**src/modem_hs_defs.svh**
```systemverilog
// Purpose: Constants for the modem-control serial port
// Assumes: 20 MHz reference clock, fixed character format
// Notes:   Definitions only
`ifndef MODEM_HS_DEFS_SVH
`define MODEM_HS_DEFS_SVH

`define CLK_HZ      20000000
`define BAUD_BPS    9600
// One bit time in clock cycles, rounded down
`define BIT_CYC     (`CLK_HZ / `BAUD_BPS)
`define HALF_CYC    (`BIT_CYC / 2)
`define CNT_W       12
`define DATA_W      8
`define LAST_BIT    3'h7

// Line levels
`define LVL_START   1'h0
`define LVL_STOP    1'h1

// Synchroniser lane positions
`define SY_DSR      0
`define SY_DCD      1
`define SY_CTS      2
`define SY_RXD      3
`define SY_W        4
// Lines idle: handshakes low, data at mark
`define SY_RST      4'h8

`endif

```
**src/modem_hs_pkg.sv**
```systemverilog
// Purpose: Types shared by the serial port modules
// Assumes: modem_hs_defs.svh included first
// Notes:   State of each module is one packed struct
`include "modem_hs_defs.svh"

package modem_hs_pkg;

  typedef enum logic [1:0] {TX_IDLE, TX_START, TX_DATA, TX_STOP} tx_state_e;
  typedef enum logic [1:0] {RX_IDLE, RX_START, RX_DATA, RX_STOP} rx_state_e;

  typedef logic [`CNT_W-1:0] cnt_t;

  typedef struct packed {
    logic [`SY_W-1:0]   sync1;
    logic [`SY_W-1:0]   sync2;
    logic               dtr;
    logic               rts;
    logic               txd;
    logic               tx_ready;
    logic               tx_busy;
    logic               link_up;
    logic               rx_valid;
    logic               rx_ferr;
    logic [`DATA_W-1:0] rx_data;
    logic [`DATA_W-1:0] shreg;
    tx_state_e          tx_st;
    logic [2:0]         bit_idx;
    cnt_t               cyc;
  } port_s;

  typedef struct packed {
    rx_state_e          st;
    logic [2:0]         bit_idx;
    cnt_t               cyc;
    logic [`DATA_W-1:0] shreg;
    logic               valid;
    logic               ferr;
  } deser_s;

  // Bit-time counter step
  function automatic cnt_t cnt_dec(input cnt_t c);
    cnt_dec = c - cnt_t'(1);
  endfunction

  function automatic cnt_t bit_reload();
    bit_reload = cnt_t'(`BIT_CYC - 1);
  endfunction

endpackage

```
**src/ser_rx_if.sv**
```systemverilog
// Purpose: Carrier between the port logic and its receive deserialiser
// Assumes: Single clock domain
// Notes:   rxd is already synchronised
interface ser_rx_if;
  logic               rxd;
  logic [7:0]         data;
  logic               valid;
  logic               ferr;

  modport host  (output rxd, input data, input valid, input ferr);
  modport deser (input rxd, output data, output valid, output ferr);
endinterface

```
**src/modem_hs_port.sv**
```systemverilog
// Purpose: Terminal-side serial port with DTR/DSR/DCD and RTS/CTS handshake
// Assumes: One 20 MHz clock, synchronous active-high reset
// Notes:   Pins are logic levels, high means asserted (mark for data)
`include "modem_hs_defs.svh"

// Summary of operation
// - The port has one serial data output and one serial data input, one path each way.
// - Pins carry terminal-side meaning, and the far end plays the complementary role.
// - DTR is driven asserted exactly while the port is powered and able to communicate.
// - The peer's ready line seen on DSR decides whether any transmission is allowed.
// - Both ends raise DTR before talking, and which end raises it first does not matter.
// - RTS is asserted when the local receiver can accept data, meaning ready to listen.
// - While CTS is asserted, queued characters are sent one after another.
// - RTS drops when the receiver cannot take more data and returns once it can.
// - With CTS deasserted no new data is sent until CTS is asserted again.
// - The RTS/CTS data exchange starts only with DTR asserted and DSR and DCD seen; RTS here needs only DTR and DSR.
// - DTR and DSR only report equipment status, and per-character flow uses RTS/CTS.
// - Every character is framed by a start bit before its data bits and a stop bit after.
module modem_hs_port
  import modem_hs_pkg::*;
(
  // Clock and reset
  input  wire logic               ref_clk_i,
  input  wire logic               rst_i,
  // Local status
  input  wire logic               power_ok_i,
  input  wire logic               rx_ready_i,
  // Transmit stream
  input  wire logic [`DATA_W-1:0] tx_data_i,
  input  wire logic               tx_valid_i,
  output logic                    tx_ready_o,
  output logic                    tx_busy_o,
  // Receive stream
  output logic [`DATA_W-1:0]      rx_data_o,
  output logic                    rx_valid_o,
  output logic                    rx_ferr_o,
  // Link status
  output logic                    link_up_o,
  // Serial pins
  output logic                    txd_o,
  input  wire logic               rxd_i,
  output logic                    dtr_o,
  input  wire logic               dsr_i,
  input  wire logic               dcd_i,
  output logic                    rts_o,
  input  wire logic               cts_i
);

  localparam port_s PORT_RST = '{
    sync1:    `SY_RST,
    sync2:    `SY_RST,
    dtr:      1'h0,
    rts:      1'h0,
    txd:      `LVL_STOP,
    tx_ready: 1'h0,
    tx_busy:  1'h0,
    link_up:  1'h0,
    rx_valid: 1'h0,
    rx_ferr:  1'h0,
    rx_data:  '0,
    shreg:    '0,
    tx_st:    TX_IDLE,
    bit_idx:  3'h0,
    cyc:      '0
  };

  port_s q_ff;
  port_s nxt_q;

  logic dsr_s;
  logic dcd_s;
  logic cts_s;
  logic ready_ok;
  logic send_ok;
  logic take;

  ser_rx_if rif ();

  // Second synchroniser stage only
  assign dsr_s = q_ff.sync2[`SY_DSR];
  assign dcd_s = q_ff.sync2[`SY_DCD];
  assign cts_s = q_ff.sync2[`SY_CTS];
  assign rif.rxd = q_ff.sync2[`SY_RXD];

  // Equipment status only, not flow control
  assign ready_ok = q_ff.dtr & dsr_s;
  // Character flow needs channel and peer listening
  assign send_ok = ready_ok & dcd_s & cts_s;
  assign take = q_ff.tx_ready & tx_valid_i;

  ser_rx_deser u_deser (
    .ref_clk_i (ref_clk_i),
    .rst_i     (rst_i),
    .rx        (rif.deser)
  );

  always_comb begin
    nxt_q = q_ff;

    nxt_q.sync1 = {rxd_i, cts_i, dcd_i, dsr_i};
    nxt_q.sync2 = q_ff.sync1;

    nxt_q.dtr = power_ok_i;
    // Listen-ready, not have-data-to-send
    nxt_q.rts = ready_ok & rx_ready_i;
    nxt_q.link_up = ready_ok & dcd_s;

    nxt_q.rx_valid = rif.valid;
    nxt_q.rx_ferr  = rif.ferr;
    if (rif.valid) begin
      nxt_q.rx_data = rif.data;
    end

    if (q_ff.tx_st != TX_IDLE) begin
      nxt_q.cyc = cnt_dec(q_ff.cyc);
    end

    case (q_ff.tx_st)
      TX_IDLE: begin
        nxt_q.tx_ready = send_ok;
        if (take) begin
          nxt_q.shreg    = tx_data_i;
          nxt_q.tx_st    = TX_START;
          nxt_q.cyc      = bit_reload();
          nxt_q.tx_ready = 1'h0;
        end
      end
      TX_START: begin
        if (q_ff.cyc == '0) begin
          nxt_q.tx_st   = TX_DATA;
          nxt_q.cyc     = bit_reload();
          nxt_q.bit_idx = 3'h0;
        end
      end
      TX_DATA: begin
        // CTS is not looked at mid-character
        if (q_ff.cyc == '0) begin
          nxt_q.cyc = bit_reload();
          if (q_ff.bit_idx == `LAST_BIT) begin
            nxt_q.tx_st = TX_STOP;
          end else begin
            nxt_q.bit_idx = q_ff.bit_idx + 3'h1;
            nxt_q.shreg   = {1'h0, q_ff.shreg[`DATA_W-1:1]};
          end
        end
      end
      TX_STOP: begin
        if (q_ff.cyc == '0) begin
          nxt_q.tx_st = TX_IDLE;
        end
      end
      default: begin
        nxt_q.tx_st = TX_IDLE;
      end
    endcase

    // Line level follows the next state
    case (nxt_q.tx_st)
      TX_START: nxt_q.txd = `LVL_START;
      TX_DATA:  nxt_q.txd = nxt_q.shreg[0];
      default:  nxt_q.txd = `LVL_STOP;
    endcase

    nxt_q.tx_busy = (nxt_q.tx_st != TX_IDLE);
  end

  always_ff @(posedge ref_clk_i) begin
    if (rst_i) begin
      q_ff <= PORT_RST;
    end else begin
      q_ff <= nxt_q;
    end
  end

  assign tx_ready_o = q_ff.tx_ready;
  assign tx_busy_o  = q_ff.tx_busy;
  assign rx_data_o  = q_ff.rx_data;
  assign rx_valid_o = q_ff.rx_valid;
  assign rx_ferr_o  = q_ff.rx_ferr;
  assign link_up_o  = q_ff.link_up;
  assign txd_o      = q_ff.txd;
  assign dtr_o      = q_ff.dtr;
  assign rts_o      = q_ff.rts;
endmodule

```
**src/ser_rx_deser.sv**
```systemverilog
// Purpose: Receive deserialiser, start/8 data/stop framing
// Assumes: Synchronised serial input, idle at mark
// Notes:   Samples each bit at its centre
`include "modem_hs_defs.svh"

module ser_rx_deser
  import modem_hs_pkg::*;
(
  // Clock and reset
  input  wire logic   ref_clk_i,
  input  wire logic   rst_i,
  // Port side
  ser_rx_if.deser     rx
);

  localparam deser_s DESER_RST = '{st: RX_IDLE, bit_idx: 3'h0, cyc: '0,
                                   shreg: '0, valid: 1'h0, ferr: 1'h0};

  deser_s q_ff;
  deser_s nxt_q;

  always_comb begin
    nxt_q       = q_ff;
    nxt_q.valid = 1'h0;
    nxt_q.ferr  = 1'h0;
    if (q_ff.st != RX_IDLE) begin
      nxt_q.cyc = cnt_dec(q_ff.cyc);
    end
    case (q_ff.st)
      RX_IDLE: begin
        if (rx.rxd == `LVL_START) begin
          nxt_q.st  = RX_START;
          nxt_q.cyc = cnt_t'(`HALF_CYC - 1);
        end
      end
      RX_START: begin
        if (q_ff.cyc == '0) begin
          // Start bit must still be low at its centre
          nxt_q.st      = (rx.rxd == `LVL_START) ? RX_DATA : RX_IDLE;
          nxt_q.cyc     = bit_reload();
          nxt_q.bit_idx = 3'h0;
        end
      end
      RX_DATA: begin
        if (q_ff.cyc == '0) begin
          nxt_q.shreg   = {rx.rxd, q_ff.shreg[`DATA_W-1:1]};
          nxt_q.cyc     = bit_reload();
          nxt_q.bit_idx = q_ff.bit_idx + 3'h1;
          if (q_ff.bit_idx == `LAST_BIT) begin
            nxt_q.st = RX_STOP;
          end
        end
      end
      RX_STOP: begin
        if (q_ff.cyc == '0) begin
          nxt_q.valid = (rx.rxd == `LVL_STOP);
          nxt_q.ferr  = (rx.rxd != `LVL_STOP);
          nxt_q.st    = RX_IDLE;
        end
      end
      default: nxt_q.st = RX_IDLE;
    endcase
  end

  always_ff @(posedge ref_clk_i) begin
    if (rst_i) begin
      q_ff <= DESER_RST;
    end else begin
      q_ff <= nxt_q;
    end
  end

  assign rx.data  = q_ff.shreg;
  assign rx.valid = q_ff.valid;
  assign rx.ferr  = q_ff.ferr;

endmodule

```
**config.mk**
```make
export PLATFORM = sky130hd
export DESIGN_NAME = modem_hs_port
export DESIGN_NICKNAME = d
export VERILOG_FILES = /design/src/modem_hs_pkg.sv /design/src/ser_rx_if.sv /design/src/modem_hs_port.sv /design/src/ser_rx_deser.sv
export VERILOG_INCLUDE_DIRS = /design/src
export SDC_FILE = /design/constraint.sdc
export NUM_CORES = 1
export LEC_CHECK = 0
export BUFFER_PORTS_ARGS = -buffer_cell sky130_fd_sc_hd__buf_2
export CORE_UTILIZATION = 40
export CTS_CLUSTER_SIZE = 24
export DETAILED_ROUTE_END_ITERATION = 12
export GPL_ROUTABILITY_DRIVEN = 0
export PLACE_DENSITY_LB_ADDON = 0.12
export SYNTH_ARGS = -nofsm -noshare
export SYNTH_HDL_FRONTEND = slang
export SYNTH_SLANG_ARGS = --single-unit
```
**constraint.sdc**
```tcl
create_clock -name ref_clk_i -period 2.23 [get_ports ref_clk_i]
set_input_delay 0.223 -clock ref_clk_i [delete_from_list [all_inputs] [get_ports ref_clk_i]]
set_output_delay 0.223 -clock ref_clk_i [all_outputs]
set_load 0.01 [all_outputs]
```
Word level (Yosys, flattened, before mapping) --
Index checks and enable logic that the tools add are counted.
Word-level totals: word-level logic and storage cells 95, output and inout bits 16, flip-flop bits (word level) 76
Operators by class: mux-type cells 26, reductions and logical operators 16, bitwise logic cells 8, equal/unequal tests 19, add/sub/neg operators 4
Operators with widths (count):
- 12-bit case mux with 3 select lines | 2
- 25-bit two-way mux | 2
- 12-bit two-way mux | 4
- 17-bit two-way mux | 2
- 12-bit zero test | 2
- 12-bit by 1-bit subtractor with 12-bit output (second input constant) | 2
- 2-bit case mux with 4 select lines | 2
- 8-bit case mux with 2 select lines | 1
- 2-bit two-way mux | 6
- 3-bit case mux with 2 select lines | 2
- 2-bit nonzero test | 6
- 2-bit equality test (second input constant) | 5
- 10-bit two-way mux | 1
- 2-bit inequality test (second input constant) | 5
- 8-bit two-way mux | 1
- 2-bit by 1-bit inequality test with 1-bit output (second input constant) | 4
- 4-bit AND reduction | 2
- 3-bit by 1-bit adder with 3-bit output (second input constant) | 2
- 2-bit by 1-bit equality test with 1-bit output (second input constant) | 3
- 3-bit equality test (second input constant) | 2
- 1-bit AND | 5
- 5-bit AND reduction | 1
- 2-bit zero test | 2
- 3-bit two-way mux | 1
- 6 further kinds | 8

Depth between registers and ports, before layout --
depth after elaboration 6, gate-level depth with buffers 8

Hierarchy --
Synthesis repeated with hierarchy kept, for this count alone.
Unflattened totals: cells, all modules 409, area total of the unflattened synthesis 3757.4 µm²
Modules (own cells, without submodules):
- modem_hs_port | seq. area each 980.9 µm², cells an instance 241, instances 1, area an instance 2205.9 µm²
- ser_rx_deser | seq. area each 540.5 µm², cells an instance 168, instances 1, area an instance 1551.5 µm²

Least setup slack after synthesis --
OpenSTA, ideal clock, no wires.
kind reg2reg, from register u_deser.q_ff[26] (netlist name), to register u_deser.q_ff[21] (netlist name), setup time 0.086 ns, arrival time 2.189 ns, setup slack -0.045 ns, buffers on the path 0, cell stages (with the launch flop) 8, required time 2.144 ns, path through dfxtp_1 inv_1 ha_1 or4_4 or4_4 nor4_1 o21ai_0 a211oi_1
On the way: longest elaborated chain between the ends 4, elaborated cells on any way between the ends 9, classes of those cells 2 x eq/ne; 5 x mux; 2 x reduce/logical
Ends and longest elaborated chain:
- from (decl) | RTL line ser_rx_deser.sv:19 | deser_s q_ff;
- from (signal assigned) | RTL line ser_rx_deser.sv:69 | q_ff <= nxt_q;
- 2-bit nonzero test | RTL line ser_rx_deser.sv:26 | if (q_ff.st != RX_IDLE) begin
- 12-bit two-way mux | RTL line ser_rx_deser.sv:26
- 25-bit two-way mux, or another cell as far along | RTL line ser_rx_deser.sv:45 | if (q_ff.cyc == '0) begin
- 12-bit case mux with 3 select lines * | RTL line ser_rx_deser.sv:29 | case (q_ff.st)
Mark *: on every way between the ends. The rest lies on a longest branch, timed or not. The select of a mux whose other input is x is not followed. A chain may end at the register's enable or synchronous reset.

Worst setup path after layout --
Same ends and word-level chain as after synthesis.

==> summary.md <==
| Metric | Value |
|---|---|
| Status | finished clean |
| Reg-to-reg critical path startpoint | u_deser.q_ff[26]$_SDFFE_PP0P_ |
| Setup crit start kind | flip-flop |
| Residual DRC | 0 |
| Drt initial violations | 109 |
| Critical path launch point | u_deser.q_ff[26]$_SDFFE_PP0P_ |
| DR WL met2 | 3.75 mm |
| Fraction of registers with async set or reset after synthesis | 0 |
| Internal | 0.00252 W |
| Antenna Nets Post-Route | 0 |
| Max Root-Sink Buffers | 2 |
| Initial antenna violation count | 0 |
| CP Max Fanout | 4 |
| Max Slew Vio Count | 0 |
| Net count of the mapped netlist | 445 |
| First-pass GRT wire length | 12.6 mm |
| Fmax achieved | 456 MHz |
| Initial Utilization | 0.412 |
| Gate power share | 0.318 |
| Vias per Instance | 5.29 |
| CP Capture Point | u_deser.q_ff[21]$_SDFF_PP0_ |
| Clock network power share | 0.280 |
| Dpl ws | -9.47 ps |
| Via count | 2,983 |
| DR WL met3 | 159 um |
| Tmin final | 2190 ps |
| Synth Register Bits | 76 |
| Die W | 96.8 um |
| Worst relative slew slack | 0.551 |
| Antenna diode count | 0 |
| Commonest cells after routing, fill and taps aside | dfxtp_1, nand2_1, a21oi_1, nor2_1, buf_2 |
| Arrival time worst endpoint | 2460 ps |
| Clk pin slew, worst setup/hold paths | 90 ps |
| Max layer used | met4 |
| Post-route cell area | 0.00419 mm^2 |
| CP endpoint kind | flip-flop |
| RSZ-0062 raised after global routing | true |
| Mapped Area | 0.00359 mm^2 |
| Reg2Reg Setup Slack | 40 ps |
| I/O Pins | 33 |
| Core Area | 0.00872 mm^2 |
| Least-Margin Pin Slew | 673 ps |
| Reg power frac | 0.402 |
| Routed WL | 7.54 mm |
| Worst Slack Setup Final | 35.3 ps |
| Power Density | 901 mW/mm^2 |
| Routed wire per std cell | 13.4 um |
| Die area | 0.00936 mm^2 |
| Layout fillers | 847 |
| Row count | 34 |
| Vias in the first global route | 2,844 |
| Footprint of the multi-input gates | 0.00193 mm^2 |
| WP data required | 2490 ps |
| Worst vdd ir | 0.000517 V |
| First-pass iteration count of the detailed router | 4 |
| Yosys Warn Count | 0 |
| Final Net Count | 481 |
| Final period util | 0.984 |
| Max-Cap Viols | 0 |
| Die Y | 96.8 um |
| TritonCTS clock tree | built |
| Total negative slack | 0 ps |
| Final Skew | 9.98 ps |
| Htree depth | 3 |
| Avg Cell Area, Syn | 8.66 um^2 |
| Total GRT Usage | 0.165 |
| Yosys cell types | 64 |
| Reg2reg end | u_deser.q_ff[21]$_SDFF_PP0_ |
| Post-CTS Hold Buffers | 0 |
| Inserted Clock Buffers | 9 |
| Final setup fails | 0 |
| Switching pwr | 0.00125 W |
| DP Area | 0.00391 mm^2 |
| Static Leak | 1.68 nW |
| Fraction of layout cells with a size suffix above 1 | 0.232 |
| Ys flop type | dfxtp_1 |
| Critical path class | reg2reg |
| Sw Ratio | 0.332 |
| Most common library cell in the layout ignoring fill and taps | dfxtp_1 |
| Total grt overflow | 0 |
| EDFF count, synth | 0 |
| CTS sink count | 76 |
| Worst-Skew Late Latency | 340 ps |
| Seq/Total Area, Yosys | 0.424 |
| Worst min path class | in2reg |
| PortBufs | 32 |
| Final hold violation count | 0 |
| FF+latch area | 0.00152 mm^2 |
| DP HPWL | 5.23 mm |
| Cells after synthesis | 415 |
| Syn-to-layout area delta | 16.5% |
| Metal-1 WL | 3.53 mm |
| R2r worst-path depth | 7 |
| Largest net degree at the start of global routing | 34 |
| CTS Root Cell | clkbuf_8 |
cells in the mapped netlist (4+ instances only):
library cell   n  area (um^2)
nor4_1         7         43.8
dfxtp_1       76         1520
o211ai_1       4         30.0
ha_1          13          163
clkbuf_1      15         56.3
o21ai_1        4         20.0
nor2_1        34          128
xnor2_1        4         35.0
mux2i_1        8         80.1
o21ai_0       14         70.1
a31oi_1        5         31.3
and2_1         5         31.3
or2_2          6         37.5
nor2b_1       14         87.6
a21oi_1       35          175
a21o_1         4         30.0
nor3_1        10         50.1
nor3b_1        5         37.5
nand2_1       50          188
or3_1          6         37.5
inv_1         13         48.8
buf_4          8         60.1
a22oi_1        9         67.6
nand4_1        4         25.0
worst min-delay path by stage:
stage                         startpoint                   end  slack, ps  cells after the start
floorplan                          rxd_i  nxt_q[44]$_SDFF_PP1_        330                      1
global placement    nxt_q[44]$_SDFF_PP1_   q_ff[44]$_SDFF_PP1_        410                      1
detailed placement  nxt_q[44]$_SDFF_PP1_   q_ff[44]$_SDFF_PP1_        410                      1
CTS                                rxd_i  nxt_q[44]$_SDFF_PP1_         30                      2
global route                       rxd_i  nxt_q[44]$_SDFF_PP1_         20                      2
finish                             rxd_i  nxt_q[44]$_SDFF_PP1_         50                      2
per-stage QoR:
| step | power, W | utilization | hold slack [ps] | cells |
|---|---|---|---|---|
| 3_5_place_dp | 0.00266 | 0.448 | 411 | 547 |
| 2_1_floorplan | 0.00230 | - | 327 | 415 |
| 6_report | 0.00377 | 0.480 | 53.2 | 564 |
| 5_1_grt | 0.00400 | 0.480 | 21.0 | 564 |
| 3_3_place_gp | 0.00266 | 0.448 | 413 | 547 |
| 4_1_cts | 0.00375 | 0.474 | 29.7 | 563 |
power groups by stage:
| stage | registers, W | clock network (W) | logic (W) |
|---|---|---|---|
| 2_1_floorplan | 0.00153 | 0 | 0.000771 |
| 3_3_place_gp | 0.00154 | 0 | 0.00111 |
| 3_5_place_dp | 0.00154 | 0 | 0.00112 |
| 4_1_cts | 0.00151 | 0.00110 | 0.00114 |
| 5_1_grt | 0.00153 | 0.00116 | 0.00131 |
| 6_report | 0.00152 | 0.00106 | 0.00120 |
sequential cells by signal, indices dropped and copies added, names as in the netlist:
signal,cells
dtr_o,1
q_ff,26
rx_valid_o,1
u_deser.q_ff,17
rx_ferr_o,1
rx_data_o,8
link_up_o,1
dcd_s,1
nxt_q,4
tx_ready_o,1
txd_o,1
u_deser.rx.valid,1
rts_o,1
tx_busy_o,1
dsr_s,1
cts_s,1
u_deser.rx.ferr,1
u_deser.rx.data,8
worst max-delay path, stage by stage (launching register included):
cell and delay [ps]:
dfxtp_2 340, inv_2 50, ha_4 150, or4_4 420, or4_4 570, nor4_4 280, o21ai_2 110, a211oi_2 180
per-layer routing:
metal | global-route usage | vias up
met4 | 0.0643 | 0
met2 | 0.284 | 31
met5 | 0 | -
met1 | 0.191 | 1396
li1 | - | 1548
met3 | 0.0491 | 8
timing repair:
item,4_1_cts,5_1_grt
endpoints found under the setup margin,4,18
setup buffers,0,1
gates resized for setup,4,15
pin swaps,0,7
final cells by class:
cell class,instances,area share
clock buffer,9,0.0296
clock inverter,7,0.0182
inverter,13,0.0117
multi-input combinational,295,0.460
sequential,76,0.364
tap,108,0.0323
timing repair buffer,56,0.0843
cells by family after synthesis:
family,after synthesis,synth area share
adder cells (fa/ha/maj),13,0.0453
AO/OA/AOI/OAI,102,0.183
XOR/XNOR,7,0.0171
multiplexers,8,0.0223
buffers and inverters,44,0.0637
flip-flops,76,0.424
AND/OR/NAND/NOR,165,0.245
No activity file was read; power rests on OpenSTA's default activity.
